### src/include/host_link_pkg.sv
// shared constants and packet types for the host-side packet link
package host_link_pkg;
   localparam int CLK_HZ = 25_000_000;
   localparam int BAUD_SLOW = 19200;
   localparam int BAUD_FAST = 115200;
   localparam int DIV_W = 11;
   localparam logic [DIV_W-1:0] BIT_CYC_SLOW = DIV_W'(CLK_HZ / BAUD_SLOW);
   localparam logic [DIV_W-1:0] BIT_CYC_FAST = DIV_W'(CLK_HZ / BAUD_FAST);
   localparam int UART_DATA_BITS = 8;
   localparam logic [3:0] UART_LAST_BIT = 4'h9;
   localparam int ACK_TIMEOUT_MS = 250;
   localparam int ACK_TIMEOUT_CYC = (CLK_HZ / 1000) * ACK_TIMEOUT_MS;
   localparam int TIMER_W = 23;
   localparam int DEFAULT_RETRIES = 3;
   localparam int MAX_PAYLOAD = 18;
   localparam logic [4:0] MAX_LEN = 5'h12;
   localparam int PAYLOAD_W = MAX_PAYLOAD * 8;
   localparam logic [1:0] CLS_CMD = 2'h0;
   localparam logic [1:0] CLS_RESP = 2'h1;
   localparam logic [1:0] CLS_REPORT = 2'h2;
   localparam logic [1:0] CLS_ERROR = 2'h3;
   localparam logic [5:0] KEY_REPORT_CODE = 6'h00;
   localparam logic [4:0] KEY_REPORT_LEN = 5'h01;
   localparam logic [7:0] KEY_CODE_MIN = 8'h01;
   localparam logic [7:0] KEY_CODE_MAX = 8'h0c;
   localparam logic [15:0] CRC_INIT = 16'hffff;
   localparam logic [15:0] CRC_POLY = 16'h8408;
   localparam logic [15:0] CRC_XOROUT = 16'hffff;

   typedef struct packed {
      logic [5:0] code;
      logic [4:0] len;
      logic [PAYLOAD_W-1:0] payload;
   } cmd_req_t;

   typedef struct packed {
      logic [1:0] cls;
      logic [5:0] code;
      logic [4:0] len;
      logic [PAYLOAD_W-1:0] payload;
   } pkt_t;
endpackage

### src/hw/crc16_unit.sv
// byte-wide 16-bit check accumulator, reflected form
`timescale 1ns/1ps
`default_nettype none
module crc16_unit (
   input wire logic clk,
   input wire logic rst,
   input wire logic clear,
   input wire logic en,
   input wire logic [7:0] data,
   output logic [15:0] crc
);
   import host_link_pkg::*;

   logic [15:0] crc_reg;
   logic [15:0] stage [0:8];

   assign stage[0] = crc_reg;
   genvar i;
   generate
      for (i = 0; i < 8; i++) begin : g_bit
         logic [15:0] mix;
         assign mix = stage[i] ^ {8'h00, (i == 0) ? data : 8'h00};
         assign stage[i+1] = mix[0] ? ((mix >> 1) ^ CRC_POLY) : (mix >> 1);
      end
   endgenerate

   always_ff @(posedge clk) begin
      if (rst || clear) begin
         crc_reg <= CRC_INIT;
      end else if (en) begin
         crc_reg <= stage[8];
      end
   end

   assign crc = crc_reg ^ CRC_XOROUT;
endmodule
`default_nettype wire

### src/hw/host_packet_link.sv
// host-side packet framer: sends commands, parses device packets
`timescale 1ns/1ps
`default_nettype none
module host_packet_link #(
   parameter int TIMEOUT_CYC = host_link_pkg::ACK_TIMEOUT_CYC,
   parameter int MAX_RETRIES = host_link_pkg::DEFAULT_RETRIES
) (
   input wire logic clk,
   input wire logic rst,
   input wire logic baud_fast,
   input wire host_link_pkg::cmd_req_t cmd,
   input wire logic cmd_valid,
   output logic cmd_ready,
   output logic txd,
   input wire logic rxd,
   output host_link_pkg::pkt_t rx_pkt,
   output logic pkt_valid,
   output logic ack_valid,
   output logic ack_error,
   output logic report_valid,
   output logic key_valid,
   output logic [7:0] key_code,
   output logic fault
);
   import host_link_pkg::*;

   typedef enum logic [1:0] {
      TX_IDLE = 2'h0,
      TX_LOAD = 2'h1,
      TX_SHIFT = 2'h2,
      TX_WAIT = 2'h3
   } tx_state_t;

   typedef enum logic [1:0] {
      RX_IDLE = 2'h0,
      RX_START = 2'h1,
      RX_BITS = 2'h2,
      RX_STOP = 2'h3
   } rx_state_t;

   typedef enum logic [2:0] {
      P_TYPE = 3'h0,
      P_LEN = 3'h1,
      P_DATA = 3'h2,
      P_CRCL = 3'h3,
      P_CRCH = 3'h4
   } parse_state_t;

   ////////////////////////////////////////////////////////////////////
   // bit timing
   logic [DIV_W-1:0] bit_cyc;
   // rate select
   // slow default rate
   assign bit_cyc = baud_fast ? BIT_CYC_FAST : BIT_CYC_SLOW;

   ////////////////////////////////////////////////////////////////////
   // transmit side
   tx_state_t tx_state_reg;
   cmd_req_t cmd_reg;
   logic [4:0] idx_reg;
   logic [9:0] tx_shift_reg;
   logic [3:0] tx_bit_reg;
   logic [DIV_W-1:0] tx_div_reg;
   logic tx_tick;
   logic [TIMER_W-1:0] timer_reg;
   logic [3:0] retry_reg;
   logic txd_reg;
   logic fault_reg;
   logic [7:0] tx_byte;
   logic [4:0] dsel;
   logic [15:0] tx_crc;
   logic tx_crc_en;
   logic ack_hit;
   logic timeout;
   logic len_ok;

   assign len_ok = cmd.len <= MAX_LEN;
   // one command outstanding
   // wait for answer
   assign cmd_ready = (tx_state_reg == TX_IDLE) && len_ok;
   assign tx_tick = (tx_div_reg == bit_cyc - 1'b1);
   assign dsel = 5'(idx_reg - 5'h02);
   assign timeout = (timer_reg == TIMER_W'(TIMEOUT_CYC - 1));

   // byte sequence of one frame
   always_comb begin
      if (idx_reg == 5'h00) begin
         tx_byte = {CLS_CMD, cmd_reg.code};
      end else if (idx_reg == 5'h01) begin
         tx_byte = {3'h0, cmd_reg.len};
      end else if (idx_reg < 5'(cmd_reg.len + 5'h02)) begin
         tx_byte = cmd_reg.payload[{dsel, 3'b000} +: 8];
      end else if (idx_reg == 5'(cmd_reg.len + 5'h02)) begin
         tx_byte = tx_crc[7:0];
      end else begin
         tx_byte = tx_crc[15:8];
      end
   end

   assign tx_crc_en = (tx_state_reg == TX_LOAD) && (idx_reg < 5'(cmd_reg.len + 5'h02));

   crc16_unit u_tx_crc (
      .clk(clk),
      .rst(rst),
      .clear(tx_state_reg == TX_IDLE || (tx_state_reg == TX_WAIT && timeout)),
      .en(tx_crc_en),
      .data(tx_byte),
      .crc(tx_crc)
   );

   always_ff @(posedge clk) begin
      if (rst) begin
         tx_state_reg <= TX_IDLE;
         cmd_reg <= '0;
         idx_reg <= 5'h00;
         tx_shift_reg <= 10'h3ff;
         tx_bit_reg <= 4'h0;
         tx_div_reg <= '0;
      end else begin
         case (tx_state_reg)
            TX_IDLE: begin
               if (cmd_valid && cmd_ready) begin
                  cmd_reg <= cmd;
                  idx_reg <= 5'h00;
                  tx_state_reg <= TX_LOAD;
               end
            end
            TX_LOAD: begin
               tx_shift_reg <= {1'b1, tx_byte, 1'b0};
               tx_bit_reg <= 4'h0;
               tx_div_reg <= '0;
               tx_state_reg <= TX_SHIFT;
            end
            TX_SHIFT: begin
               if (tx_tick) begin
                  tx_div_reg <= '0;
                  tx_shift_reg <= {1'b1, tx_shift_reg[9:1]};
                  tx_bit_reg <= tx_bit_reg + 4'h1;
                  if (tx_bit_reg == UART_LAST_BIT) begin
                     idx_reg <= idx_reg + 5'h01;
                     tx_state_reg <= (idx_reg == 5'(cmd_reg.len + 5'h03)) ? TX_WAIT : TX_LOAD;
                  end
               end else begin
                  tx_div_reg <= tx_div_reg + 1'b1;
               end
            end
            TX_WAIT: begin
               if (ack_hit) begin
                  tx_state_reg <= TX_IDLE;
               end else if (timeout) begin
                  idx_reg <= 5'h00;
                  tx_state_reg <= (retry_reg == 4'(MAX_RETRIES)) ? TX_IDLE : TX_LOAD;
               end
            end
            default: tx_state_reg <= TX_IDLE;
         endcase
      end
   end

   // line driver, idle high
   always_ff @(posedge clk) begin
      if (rst) begin
         txd_reg <= 1'b1;
      end else begin
         txd_reg <= (tx_state_reg == TX_SHIFT) ? tx_shift_reg[0] : 1'b1;
      end
   end
   assign txd = txd_reg;

   // answer timer and retry count
   always_ff @(posedge clk) begin
      if (rst) begin
         timer_reg <= '0;
         retry_reg <= 4'h0;
         fault_reg <= 1'b0;
      end else if (tx_state_reg == TX_IDLE) begin
         timer_reg <= '0;
         if (cmd_valid && cmd_ready) begin
            retry_reg <= 4'h0;
            fault_reg <= 1'b0;
         end
      end else if (tx_state_reg == TX_WAIT) begin
         timer_reg <= timeout ? '0 : timer_reg + 1'b1;
         if (timeout && !ack_hit) begin
            if (retry_reg == 4'(MAX_RETRIES)) begin
               fault_reg <= 1'b1;
            end else begin
               retry_reg <= retry_reg + 4'h1;
            end
         end
      end else begin
         timer_reg <= '0;
      end
   end
   assign fault = fault_reg;

   ////////////////////////////////////////////////////////////////////
   // receive side
   rx_state_t rx_state_reg;
   logic [DIV_W-1:0] rx_div_reg;
   logic [2:0] rx_bit_reg;
   logic [7:0] rx_sh_reg;
   logic rx_byte_valid;

   always_ff @(posedge clk) begin
      if (rst) begin
         rx_state_reg <= RX_IDLE;
         rx_div_reg <= '0;
         rx_bit_reg <= 3'h0;
         rx_sh_reg <= 8'h00;
         rx_byte_valid <= 1'b0;
      end else begin
         rx_byte_valid <= 1'b0;
         rx_div_reg <= rx_div_reg + 1'b1;
         case (rx_state_reg)
            RX_IDLE: begin
               rx_div_reg <= '0;
               if (!rxd) begin
                  rx_state_reg <= RX_START;
               end
            end
            RX_START: begin
               if (rx_div_reg == (bit_cyc >> 1)) begin
                  rx_div_reg <= '0;
                  rx_bit_reg <= 3'h0;
                  rx_state_reg <= rxd ? RX_IDLE : RX_BITS;
               end
            end
            RX_BITS: begin
               if (rx_div_reg == bit_cyc - 1'b1) begin
                  rx_div_reg <= '0;
                  rx_sh_reg <= {rxd, rx_sh_reg[7:1]};
                  rx_bit_reg <= rx_bit_reg + 3'h1;
                  if (rx_bit_reg == 3'(UART_DATA_BITS - 1)) begin
                     rx_state_reg <= RX_STOP;
                  end
               end
            end
            RX_STOP: begin
               if (rx_div_reg == bit_cyc - 1'b1) begin
                  rx_byte_valid <= rxd;
                  rx_state_reg <= RX_IDLE;
               end
            end
            default: rx_state_reg <= RX_IDLE;
         endcase
      end
   end

   ////////////////////////////////////////////////////////////////////
   // packet parser
   parse_state_t p_state_reg;
   pkt_t p_pkt_reg;
   logic [4:0] p_cnt_reg;
   logic [7:0] p_crcl_reg;
   logic [15:0] rx_crc;
   logic p_good;

   crc16_unit u_rx_crc (
      .clk(clk),
      .rst(rst),
      .clear(p_state_reg == P_TYPE && !rx_byte_valid),
      .en(rx_byte_valid && p_state_reg <= P_DATA),
      .data(rx_sh_reg),
      .crc(rx_crc)
   );

   assign p_good = rx_byte_valid && (p_state_reg == P_CRCH) && ({rx_sh_reg, p_crcl_reg} == rx_crc);

   always_ff @(posedge clk) begin
      if (rst) begin
         p_state_reg <= P_TYPE;
         p_pkt_reg <= '0;
         p_cnt_reg <= 5'h00;
         p_crcl_reg <= 8'h00;
      end else if (rx_byte_valid) begin
         case (p_state_reg)
            P_TYPE: begin
               p_pkt_reg <= '0;
               p_pkt_reg.cls <= rx_sh_reg[7:6];
               p_pkt_reg.code <= rx_sh_reg[5:0];
               p_state_reg <= P_LEN;
            end
            P_LEN: begin
               // length over 18 drops the frame
               p_pkt_reg.len <= rx_sh_reg[4:0];
               p_cnt_reg <= 5'h00;
               if (rx_sh_reg > 8'(MAX_LEN)) begin
                  p_state_reg <= P_TYPE;
               end else begin
                  p_state_reg <= (rx_sh_reg == 8'h00) ? P_CRCL : P_DATA;
               end
            end
            P_DATA: begin
               p_pkt_reg.payload[{p_cnt_reg, 3'b000} +: 8] <= rx_sh_reg;
               p_cnt_reg <= p_cnt_reg + 5'h01;
               if (p_cnt_reg == p_pkt_reg.len - 5'h01) begin
                  p_state_reg <= P_CRCL;
               end
            end
            P_CRCL: begin
               p_crcl_reg <= rx_sh_reg;
               p_state_reg <= P_CRCH;
            end
            P_CRCH: begin
               p_state_reg <= P_TYPE;
            end
            default: p_state_reg <= P_TYPE;
         endcase
      end
   end

   ////////////////////////////////////////////////////////////////////
   // classification of good packets
   logic is_ack;
   logic is_key;
   assign is_ack = (p_pkt_reg.cls == CLS_RESP) || (p_pkt_reg.cls == CLS_ERROR);
   assign ack_hit = pkt_valid && ack_valid && (tx_state_reg == TX_WAIT);
   assign is_key = (p_pkt_reg.cls == CLS_REPORT) && (p_pkt_reg.code == KEY_REPORT_CODE)
      && (p_pkt_reg.len == KEY_REPORT_LEN)
      && (p_pkt_reg.payload[7:0] >= KEY_CODE_MIN) && (p_pkt_reg.payload[7:0] <= KEY_CODE_MAX);

   always_ff @(posedge clk) begin
      if (rst) begin
         rx_pkt <= '0;
         pkt_valid <= 1'b0;
         ack_valid <= 1'b0;
         ack_error <= 1'b0;
         report_valid <= 1'b0;
         key_valid <= 1'b0;
         key_code <= 8'h00;
      end else begin
         pkt_valid <= p_good;
         ack_valid <= p_good && is_ack && (p_pkt_reg.code == cmd_reg.code) && (tx_state_reg == TX_WAIT);
         ack_error <= p_good && (p_pkt_reg.cls == CLS_ERROR);
         report_valid <= p_good && (p_pkt_reg.cls == CLS_REPORT);
         key_valid <= p_good && is_key;
         if (p_good) begin
            rx_pkt <= p_pkt_reg;
            if (is_key) begin
               key_code <= p_pkt_reg.payload[7:0];
            end
         end
      end
   end
endmodule
`default_nettype wire

### config.mk
export PLATFORM = sky130hd
export DESIGN_NAME = host_packet_link
export DESIGN_NICKNAME = d
export VERILOG_FILES = /design/src/include/host_link_pkg.sv /design/src/hw/crc16_unit.sv /design/src/hw/host_packet_link.sv
export SDC_FILE = /design/constraint.sdc
export NUM_CORES = 1
export LEC_CHECK = 0
export BUFFER_PORTS_ARGS = -buffer_cell sky130_fd_sc_hd__buf_4
export CELL_PAD_IN_SITES_DETAIL_PLACEMENT = 1
export CELL_PAD_IN_SITES_GLOBAL_PLACEMENT = 1
export CORE_MARGIN = 2
export CORE_UTILIZATION = 47
export CTS_CLUSTER_DIAMETER = 30
export DETAILED_ROUTE_END_ITERATION = 10
export PLACE_DENSITY_LB_ADDON = 0.1
export REMOVE_ABC_BUFFERS = 1
export SETUP_SLACK_MARGIN = 0.3
export SLEW_MARGIN = 15
export SYNTH_ARGS = -nofsm -noshare
export SYNTH_HDL_FRONTEND = slang
export SYNTH_SLANG_ARGS = --single-unit
### constraint.sdc
create_clock -name clk -period 5.8 [get_ports clk]
set_input_delay 0.29 -clock clk [delete_from_list [all_inputs] [get_ports clk]]
set_output_delay 0.29 -clock clk [all_outputs]
set_load 0.005 [all_outputs]
==> results of run 1 <==
[per-stage QoR]
step	hold slack [ns]	setup slack [ns]	std cells	util
final	0.04753	1.369	4350	0.6446
after global routing	0.03661	1.228	4349	0.6446
after CTS	0.008125	1.764	4341	0.6436
after detailed placement	0.4415	1.852	3933	0.5265
after global placement	0.4275	1.997	3933	0.5265
after floorplan	0.3591	0.1710	2880	-
[critical path: cells and delay by family (launching register included)]
family | cells | cell delay [ns]
AOI/OAI and AO/OA | 3 | 1.25
xor gates and xnor gates | 3 | 0.79
adders and majority gates | 1 | 1.03
buffers and inverters | 1 | 0.16
DFF | 1 | 0.63
muxes | 1 | 0.31
and+or+nand+nor | 1 | 0.07
[cells by family after synthesis]
| kind of cell | count (synthesis) | share of synthesized area |
|---|---|---|
| AOI/OAI and AO/OA | 661 | 0.1540 |
| xor gates and xnor gates | 136 | 0.04795 |
| adders and majority gates | 32 | 0.01563 |
| buffers and inverters | 239 | 0.03946 |
| DFF | 615 | 0.4805 |
| muxes | 72 | 0.04278 |
| and+or+nand+nor | 1341 | 0.2197 |
[cell usage after synthesis, types with 4 or more instances]
| cell type | count |
|---|---|
| nor4b_1 | 6 |
| buf_4 | 4 |
| buf_1 | 5 |
| a32oi_1 | 56 |
| nor3b_1 | 6 |
| clkbuf_1 | 173 |
| nor3_1 | 57 |
| mux2i_1 | 33 |
| mux2_2 | 10 |
| dfxtp_1 | 615 |
| nor4_1 | 12 |
| nand4_1 | 17 |
| a21oi_1 | 420 |
| buf_2 | 25 |
| nand2_1 | 779 |
| a22oi_1 | 58 |
| nor2b_1 | 16 |
| nand3b_1 | 5 |
| a21o_1 | 4 |
| xnor2_1 | 59 |
| mux4_2 | 29 |
| nor2_1 | 309 |
| a211o_1 | 5 |
| buf_6 | 9 |
| a31oi_1 | 5 |
| nand3_1 | 48 |
| nand2b_1 | 10 |
| o21ai_1 | 15 |
| o211ai_1 | 18 |
| nand4b_1 | 5 |
| xor2_1 | 72 |
| a2111oi_0 | 4 |
| inv_1 | 23 |
| and3_1 | 27 |
| o21ai_0 | 38 |
| or3_1 | 9 |
| ha_1 | 32 |
| and2_1 | 16 |
[path summary, 6_finish.rpt]
path | startpoint | endpoint | cells past startpoint
max | idx_reg[2] | u_tx_crc.crc_reg[8] | 10
min | cmd[150] | cmd_reg[150] | 3
max reg2reg | idx_reg[2] | u_tx_crc.crc_reg[8] | 10
min reg2reg | rx_pkt[42] | rx_pkt[42] | 2
[metal layers]
metal / routed length, µm / GRT usage
met1: 38330 / 0.3915
met2: 52770 / 0.6416
met3: 7068 / 0.09279
met4: 6391 / 0.2237
met5: 17 / 0
[power breakdown]
group	switching, mW	internal [mW]	leakage, nW
registers	0.192	4.43	4.97
logic	0.914	0.520	5.86
clock network	2.64	5.32	2.30
total	3.75	10.3	13.1
[cell usage in the layout (no fill, tap or decap), types with 33 or more instances in the layout]
cell and instances:
nor2_1 308, xnor2_1 59, dlygate4sd3_1 156, mux2i_1 33, xor2_1 72, clkbuf_16 146, o21ai_0 38, nor3_1 55
nand3_1 47, nand2_1 778, a32oi_1 56, dfxtp_1 613, buf_4 353, a22oi_1 58, a21oi_1 419
[area by class of cell]
class,count,area (µm²)
tap,696,870.8
antenna,8,20.02
clock buffer,193,4100
inverter,23,86.33
timing repair buffer,514,4314
multi-input combinational,2242,12350
sequential,615,12310
clock inverter,59,638.1
fill,6111,19120
==> results.md, run 1 <==
* Status: completed
* Initial antenna violation count at 9
* Vias in the first global route at 27,740
* Die W at 237.5 µm
* Placed cell area at 28,330 µm²
* Final Skew at 0.04048 ns
* Overall Power at between 10 and 15 mW
* Max_cap viols at 0
* Post-CTS sizing at 0
* GRT Overall Usage at 0.3641
* Setup violators final at 0
* Final Hold Fails at 0
* Clk slew on worst S/H paths at ~0.040 ns
* Leading area contributor after synthesis: dfxtp_1
* Fin crit share at 0.7640
* Port Buffers at 332
* CP Class: reg2reg
* First-pass GRT wire length at 160,700 µm
* Total gr overflow at 0
* Largest stage delay, worst path at 1.03 ns
* Seq/Total Area, Yosys at 0.4805
* Worst EP arrival at 4.98 ns
* Core area at 53,810 µm²
* RSZ-0062 raised after global routing: false
* Hold Buf Count CTS at 156
* Setup Buffers After CTS at 0
* Reg2Reg Setup Slack at 1.37 ns
* Warnings, synthesis at 0
* Clk_lat worst skew at ~0.73 ns
* Synth Register Bits at a little over 600
* CP max FO at 34
* Min-delay worst type: in2reg
* H-tree levels at 4
* Avg Cell Area, Syn at 8.276 µm²
* Max clock buf depth at 3
* Initial drt markers at 2,012
* Peak VDD IR at roughly 0.29 mV
* Setup TNS at 0 ns
* Pins Over Slew Limit at 0
* Largest net degree at the start of global routing at 190
* I/O pin total at ~330
* Final WL at between 100,000 and 150,000 µm
* Slowest CP cell: ha_2
* Die ar. at approximately 56,000 µm²
* Post-synth top area share at 0.4805
* Nets at 3,727
* Relative slew slack at 0.3008
* Num rows at 85
* DRC viols at 0
* Area of the mapped netlist at 25,620 µm²
* Period minus WS final at 4.431 ns
* Pre-antenna DRT Iters at 6
* CP startpoint kind: flop
* Routed vias at around 26,000
* Area Growth Syn to Fin at 35.39%
* Layout cells sized above 1 at 0.1838
* Cell Chain, Critical Path: inv_1 -> ha_2 -> mux2i_1 -> nor2_1 -> a2111oi_0 -> o21ai_1 -> xor2_1 -> xor2_1 -> xnor2_1 -> o21ai_1
* CTS buffer count at roughly 140
* Final GP Congestion at 0.9015
* DP Wirelength at approximately 55,000 µm
* Initial core utilization at 0.4761
* Number of distinct library cells after synthesis at 79
* Max Freq at 225.7 MHz
* Worst Path Required at 6.34 ns
* Main flop type after synthesis: dfxtp_1
* Slew @ Worst Pin at between 1 and 1.5 ns
* Top post-synthesis cells by area: dfxtp_1 (48%), nand2_1 (11%), a21oi_1 (8.2%)
* Clk sinks at 615
* Vias per cell at 5.865
* CP Capture Type: flop
* Die Y at 237.5 µm
* Leak pwr at 13.13 nW
* Pwr dens at 404.0 nW/µm²
* Clk root buf: clkbuf_16
* Final Cell Area at 34,690 µm²
* Drt wl/cell at 24.04 µm
* Post-synth ARST share at 0
* Number of routed nets with antenna violations at 0
* Post-synth EDFFs at 0
* Mapped Cells at ~3,100
* Clock tree from TritonCTS: built
(Power assumes the default switching activity.)
==> inputs of run 2 (changes only) <==
--- a/config.mk
+++ b/config.mk
@@ -9,7 +9,7 @@
 export CELL_PAD_IN_SITES_DETAIL_PLACEMENT = 1
 export CELL_PAD_IN_SITES_GLOBAL_PLACEMENT = 1
 export CORE_MARGIN = 2
-export CORE_UTILIZATION = 47
+export CORE_UTILIZATION = 39
 export CTS_CLUSTER_DIAMETER = 30
 export DETAILED_ROUTE_END_ITERATION = 10
 export PLACE_DENSITY_LB_ADDON = 0.1
==> constraint.sdc (replaced) <==
create_clock -name clk -period 4 [get_ports clk]
set_input_delay 0.2 -clock clk [delete_from_list [all_inputs] [get_ports clk]]
set_output_delay 0.2 -clock clk [all_outputs]
set_load 0.005 [all_outputs]
==> run 2 against run 1 <==
Net effect:
- sequential power up 44%
- core utilization shrank 9.1 points
- non-clock buffer count is 22 higher
- via count shrank 3.9%
- final cell count grew 4.7%
- clock power grew 62%
- routed wire length is 9.1% lower
- largest cell class unchanged
- die area is 20% higher
- critical path depth increased by 2
- combinational power is 42% higher
- critical endpoint is now u_tx_crc.crc_reg[10]
==> results.md, run 2 (synthesized netlist as in run 1, its figures left out) <==
* Max_cap viols at 0
* Number of routed nets with antenna violations at 0
* Routed vias at roughly 25,000
* Worst EP arrival at 4.15 ns
* Vias per cell at between 5 and 6
* Clk slew on worst S/H paths at roughly 0.040 ns
* Dpl ws at between 0.2 and 0.3 ns
* CP Class: reg2reg
* RR Startpoint: cmd_reg[147]
* Reg2Reg Setup Slack at between 0.4 and 0.5 ns
* Final Skew at approximately 0.029 ns
* RSZ-0062 raised after global routing: false
* Die ar. at about 68,000 µm²
* Nets at 3,759
* Period minus WS final at 3.576 ns
* Most frequent cells in the layout: nand2_1 (778), dfxtp_1 (612), a21oi_1 (419)
* Largest net degree at the start of global routing at 177
* Worst Path Required at around 4.6 ns
* CP Launch Point: cmd_reg[147]
* Drt wl/cell at about 21 µm
* Slowest CP cell: dfxtp_1
* Hold_sp: baud_fast
* Clk_lat worst skew at ~0.7 ns
* Delay-heaviest family, CP: compound AO/OA/AOI/OAI gates
* Port Buffers at approximately 330
* CP Capture Type: flop
* Setup violators final at 0
* Leak pwr at 13.59 nW
* CP startpoint kind: flop
* Bufs and invs on worst path at 0
* R2R depth at 12
* CP max FO at 14
* DRC viols at 0
* Initial drt markers at 1,428
* Layout cells sized above 1 at 0.1940
* Max clock buf depth at 3
* Commonest non-fill, non-tap cell in the layout: nand2_1
* Clk root buf: clkbuf_16
* Cell Chain, Critical Path: nand3_1 -> xor2_1 -> ha_1 -> and2_1 -> a221oi_2 -> and2_4 -> o211ai_1 -> o21ai_1 -> xor2_2 -> xnor2_2 -> mux2i_1 -> nor2_1
* Max Freq at 279.6 MHz
* Final Hold Fails at 0
* Pins Over Slew Limit at 0
* Hold path cells at 5
* Die W at 260.3 µm
* Final GP Congestion at 0.8683
* Vias in the first global route at 26,600
* Hold EP: rx_byte_valid
* H-tree levels at 4
* Core area at 64,700 µm²
* Clk sinks at 615
* Setup Buffers After CTS at 0
* Fin crit share at 0.8941
* Area Growth Syn to Fin at 39.84%
* Hold_ws at 0.05792 ns
* Relative slew slack at 0.3403
* GRT Overall Usage at 0.2761
* Largest stage delay, worst path at 0.52 ns
* DP Wirelength at 56,710 µm
* RR Endpoint: u_tx_crc.crc_reg[10]
* Status: completed
* Final worst setup slack at 0.4235 ns
* Initial core utilization at 0.3960
* First-pass GRT wire length at 147,700 µm
* Initial antenna violation count at 4
* Min-delay worst type: in2reg
* Pwr dens at 603.9 nW/µm²
* Pre-antenna DRT Iters at 5
* Die Y at approximately 260 µm
* I/O pin total at 333
* Final WL at 95,020 µm
* Total gr overflow at 0
* Num rows at a little over 90
* Peak VDD IR at 0.3758 mV
* CTS buffer count at 149
* Slew @ Worst Pin at 0.9896 ns
* Clock tree from TritonCTS: built
==> run 2: cell types whose count changed in the layout (fill, tap and decap cells not counted), sizes merged, moves of 2 or more <==
cell	delta
clkinv	+6
clkbuf	+7
diode	-4
bufinv	+15
dlygate4sd3	+2
buf	+20
==> run 2: layout make-up <==
| class | instances | area [µm²] |
|---|---|---|
| clock inverter | 79 | 1217 |
| clock buffer | 200 | 4214 |
| timing repair buffer | 536 | 4531 |
| antenna | 4 | 10.01 |
| tap | 855 | 1070 |
| inverter | 23 | 86.33 |
| multi-input combinational | 2242 | 12390 |
| fill | 7455 | 28870 |
| sequential | 615 | 12320 |
==> run 2: worst max path at each step <==
stage	depth (start not counted)	slack, ns	endpoint
after floorplan	7	-1.63	key_code[4]
after CTS	12	0.30	u_tx_crc.crc_reg[10]
after global routing	12	0.30	u_tx_crc.crc_reg[10]
final	12	0.42	u_tx_crc.crc_reg[10]
after detailed placement	12	0.29	u_tx_crc.crc_reg[1]
after global placement	12	0.50	u_tx_crc.crc_reg[8]
==> run 2: worst min-delay path: stages <==
cell,delay (ns)
buf_4,0.15
nand2_1,0.06
nand2_1,0.06
nand4_1,0.13
nor3_1,0.09
==> run 2: repair_timing <==
action                                  CTS  global route
gates resized for setup                   4             7
cloned                                    0             0
endpoints found under the setup margin    3            17
endpoints found under the hold margin   213             0
hold buffers                            158             0
==> run 2: power breakdown <==
part           total, mW  internal, mW  switching [mW]
sequential          6.67          6.43           0.245
combinational       2.03         0.803            1.23
clock               12.9          8.96            3.97
==> run 2: per-stage QoR <==
step	TNS [ns]	cells	area [µm²]	power, mW	utilization
floorplan	-163.45	2880	24700	7.818	-
global placement	0	4113	28750	8.497	0.4444
detailed placement	0	4113	28750	8.572	0.4444
global route	0	4552	35820	22.36	0.5537
CTS	0	4550	35780	21.70	0.5531
finish	0	4554	35830	21.64	0.5538
==> run 2: routing by layer <==
metal / share of wire / wire [µm] / vias up / GRT usage
met1: 0.40 / 37700 / 12080 / 0.3104
met2: 0.51 / 48650 / 655 / 0.4931
met5: 0.00031 / 29 / - / 0
li1: - / - / 11520 / -
met3: 0.049 / 4679 / 248 / 0.06119
met4: 0.042 / 3955 / 4 / 0.1340
==> inputs of run 3 (changes only) <==
--- a/config.mk
+++ b/config.mk
@@ -5,7 +5,7 @@
 export SDC_FILE = /design/constraint.sdc
 export NUM_CORES = 1
 export LEC_CHECK = 0
-export BUFFER_PORTS_ARGS = -buffer_cell sky130_fd_sc_hd__buf_4
+export BUFFER_PORTS_ARGS = -buffer_cell sky130_fd_sc_hd__buf_2
 export CELL_PAD_IN_SITES_DETAIL_PLACEMENT = 1
 export CELL_PAD_IN_SITES_GLOBAL_PLACEMENT = 1
 export CORE_MARGIN = 2
==> run 3 against run 2 <==
Net effect:
- power down 3.1%
- combinational power down 4%
- largest power group unchanged
- sequential share of layout area up 1.1 points
- largest cell class unchanged
- final cell count unchanged
- non-clock buffer count unchanged
- sequential power about the same
- via count down 0.15%
- clock skew up 0.0075 ns
- critical path type unchanged
==> results.md, run 3 (synthesized netlist as in run 1, its figures left out) <==
* Status: completed
* Area Growth Syn to Fin at 35.52%
* Clock tree from TritonCTS: built
* Peak VDD IR at 0.3053 mV
* Die Y at 260.3 µm
* Final Cell Area at 34,720 µm²
* Leak pwr at 13.40 nW
* CP startpoint kind: flop
* Hold path cells at 4
* Max Freq at 287.6 MHz
* H-tree levels at 4
* Total gr overflow at 0
* Placed cell area at approximately 28,000 µm²
* Routed vias at ~24,000
* Worst EP arrival at ~4.1 ns
* Initial antenna violation count at 8
* Final Skew at approximately 0.036 ns
* R2R depth at 11
* CP Capture Type: flop
* CP Class: reg2reg
* CP max FO at 23
* Max_cap viols at 0
* Period minus WS final at 3.477 ns
* Final GP Congestion at 0.8955
* Pins Over Slew Limit at 0
* Hold_ws at 0.03812 ns
* Most frequent cells in the layout: nand2_1 (778), dfxtp_1 (612), a21oi_1 (419)
* Overall Power at 20.96 mW
* Slew @ Worst Pin at approximately 1.0 ns
* Largest net degree at the start of global routing at 159
* GRT Overall Usage at 0.2740
* DP Wirelength at 56,090 µm
* Vias in the first global route at 26,110
* Setup Buffers After CTS at 0
* Die W at around 260 µm
* Pre-antenna DRT Iters at 5
* Layout cells sized above 1 at 0.1912
* Final WL at 94,410 µm
* Core area at 64,700 µm²
* Initial drt markers at about 1,300
* Clk slew on worst S/H paths at 0.04 ns
* Fin crit share at 0.8694
* Number of routed nets with antenna violations at 0
* DRC viols at 0
* Commonest non-fill, non-tap cell in the layout: nand2_1
* Initial core utilization at 0.3960
* Min-delay worst type: in2reg
* Setup violators final at 0
* Vias per cell at between 5 and 6
* Pwr dens at just over 600 nW/µm²
* Final Hold Fails at 0
* Clk sinks at 615
* Drt wl/cell at 20.73 µm
* Worst Path Required at 4.59 ns
* Port Buffers at 332
* First-pass GRT wire length at ~150,000 µm
* Clk_lat worst skew at ~0.73 ns
* Nets at 3,760
* Max clock buf depth at 3
* Post-route insts no fill at roughly 4,600
* Reg2Reg Setup Slack at approximately 0.52 ns
* RSZ-0062 raised after global routing: false
* Relative slew slack at 0.3308
* I/O pin total at 333
* CTS buffer count at 150
* Clk root buf: clkbuf_16
* Die ar. at around 68,000 µm²
* Num rows at 93
* Post-Place Cells at between 4,000 and 5,000
-- run 3: per-stage QoR --
| step | setup WS [ns] | util | TNS [ns] |
|---|---|---|---|
| final | 0.5226 | 0.5367 | 0 |
| after detailed placement | 0.4128 | 0.4315 | 0 |
| after global placement | 0.5536 | 0.4315 | 0 |
| after CTS | 0.3835 | 0.5360 | 0 |
| after floorplan | -1.629 | - | -163.45 |
| after global routing | 0.3145 | 0.5366 | 0 |
-- run 3: final cells by class --
| class | instances | area (µm²) |
|---|---|---|
| clock buffer | 217 | 4399 |
| inverter | 23 | 86.33 |
| sequential | 615 | 12320 |
| multi-input combinational | 2242 | 12360 |
| antenna | 7 | 17.52 |
| timing repair buffer | 536 | 3684 |
| fill | 7537 | 29980 |
| clock inverter | 59 | 789.5 |
| tap | 855 | 1070 |
-- run 3: worst max-delay path, cell delays in order (launching register included) --
cell     delay [ns]
dfxtp_2        0.31
inv_1          0.12
ha_2           0.78
buf_4          0.30
mux4_2         0.52
nor2_1         0.10
nor3_1         0.08
o31ai_4        0.33
xor2_2         0.18
or3_2          0.43
mux2i_1        0.15
nor2_1         0.06
-- run 3: where the power goes --
group | switching, mW | leakage (nW) | internal (mW)
clock | 3.89 | 2.57 | 8.46
sequential | 0.249 | 4.97 | 6.43
combinational | 1.21 | 5.86 | 0.736
total | 5.34 | 13.4 | 15.6
-- run 3: worst paths after layout --
kind | startpoint | endpoint
setup / recovery | idx_reg[1] | u_tx_crc.crc_reg[9]
hold / removal | cmd_valid | cmd_reg[67]
setup reg to reg | idx_reg[1] | u_tx_crc.crc_reg[9]
hold reg to reg | rx_pkt[154] | rx_pkt[154]
-- run 3: timing repair --
action                                  in CTS  in global routing
hold buffers                               157                  0
hold endpoints to repair                   224                  0
endpoints found under the setup margin       0                  9
resized for setup                            0                  6
-- run 3: metal layers --
| layer | part of all wire | global-route usage | vias up | wire (µm) |
|---|---|---|---|---|
| met5 | 0.00025 | 0 | - | 24 |
| met4 | 0.043 | 0.1292 | 4 | 4046 |
| met3 | 0.055 | 0.06915 | 251 | 5201 |
| met2 | 0.50 | 0.4818 | 706 | 47360 |
| met1 | 0.40 | 0.3104 | 11980 | 37780 |
| li1 | - | - | 11530 | - |
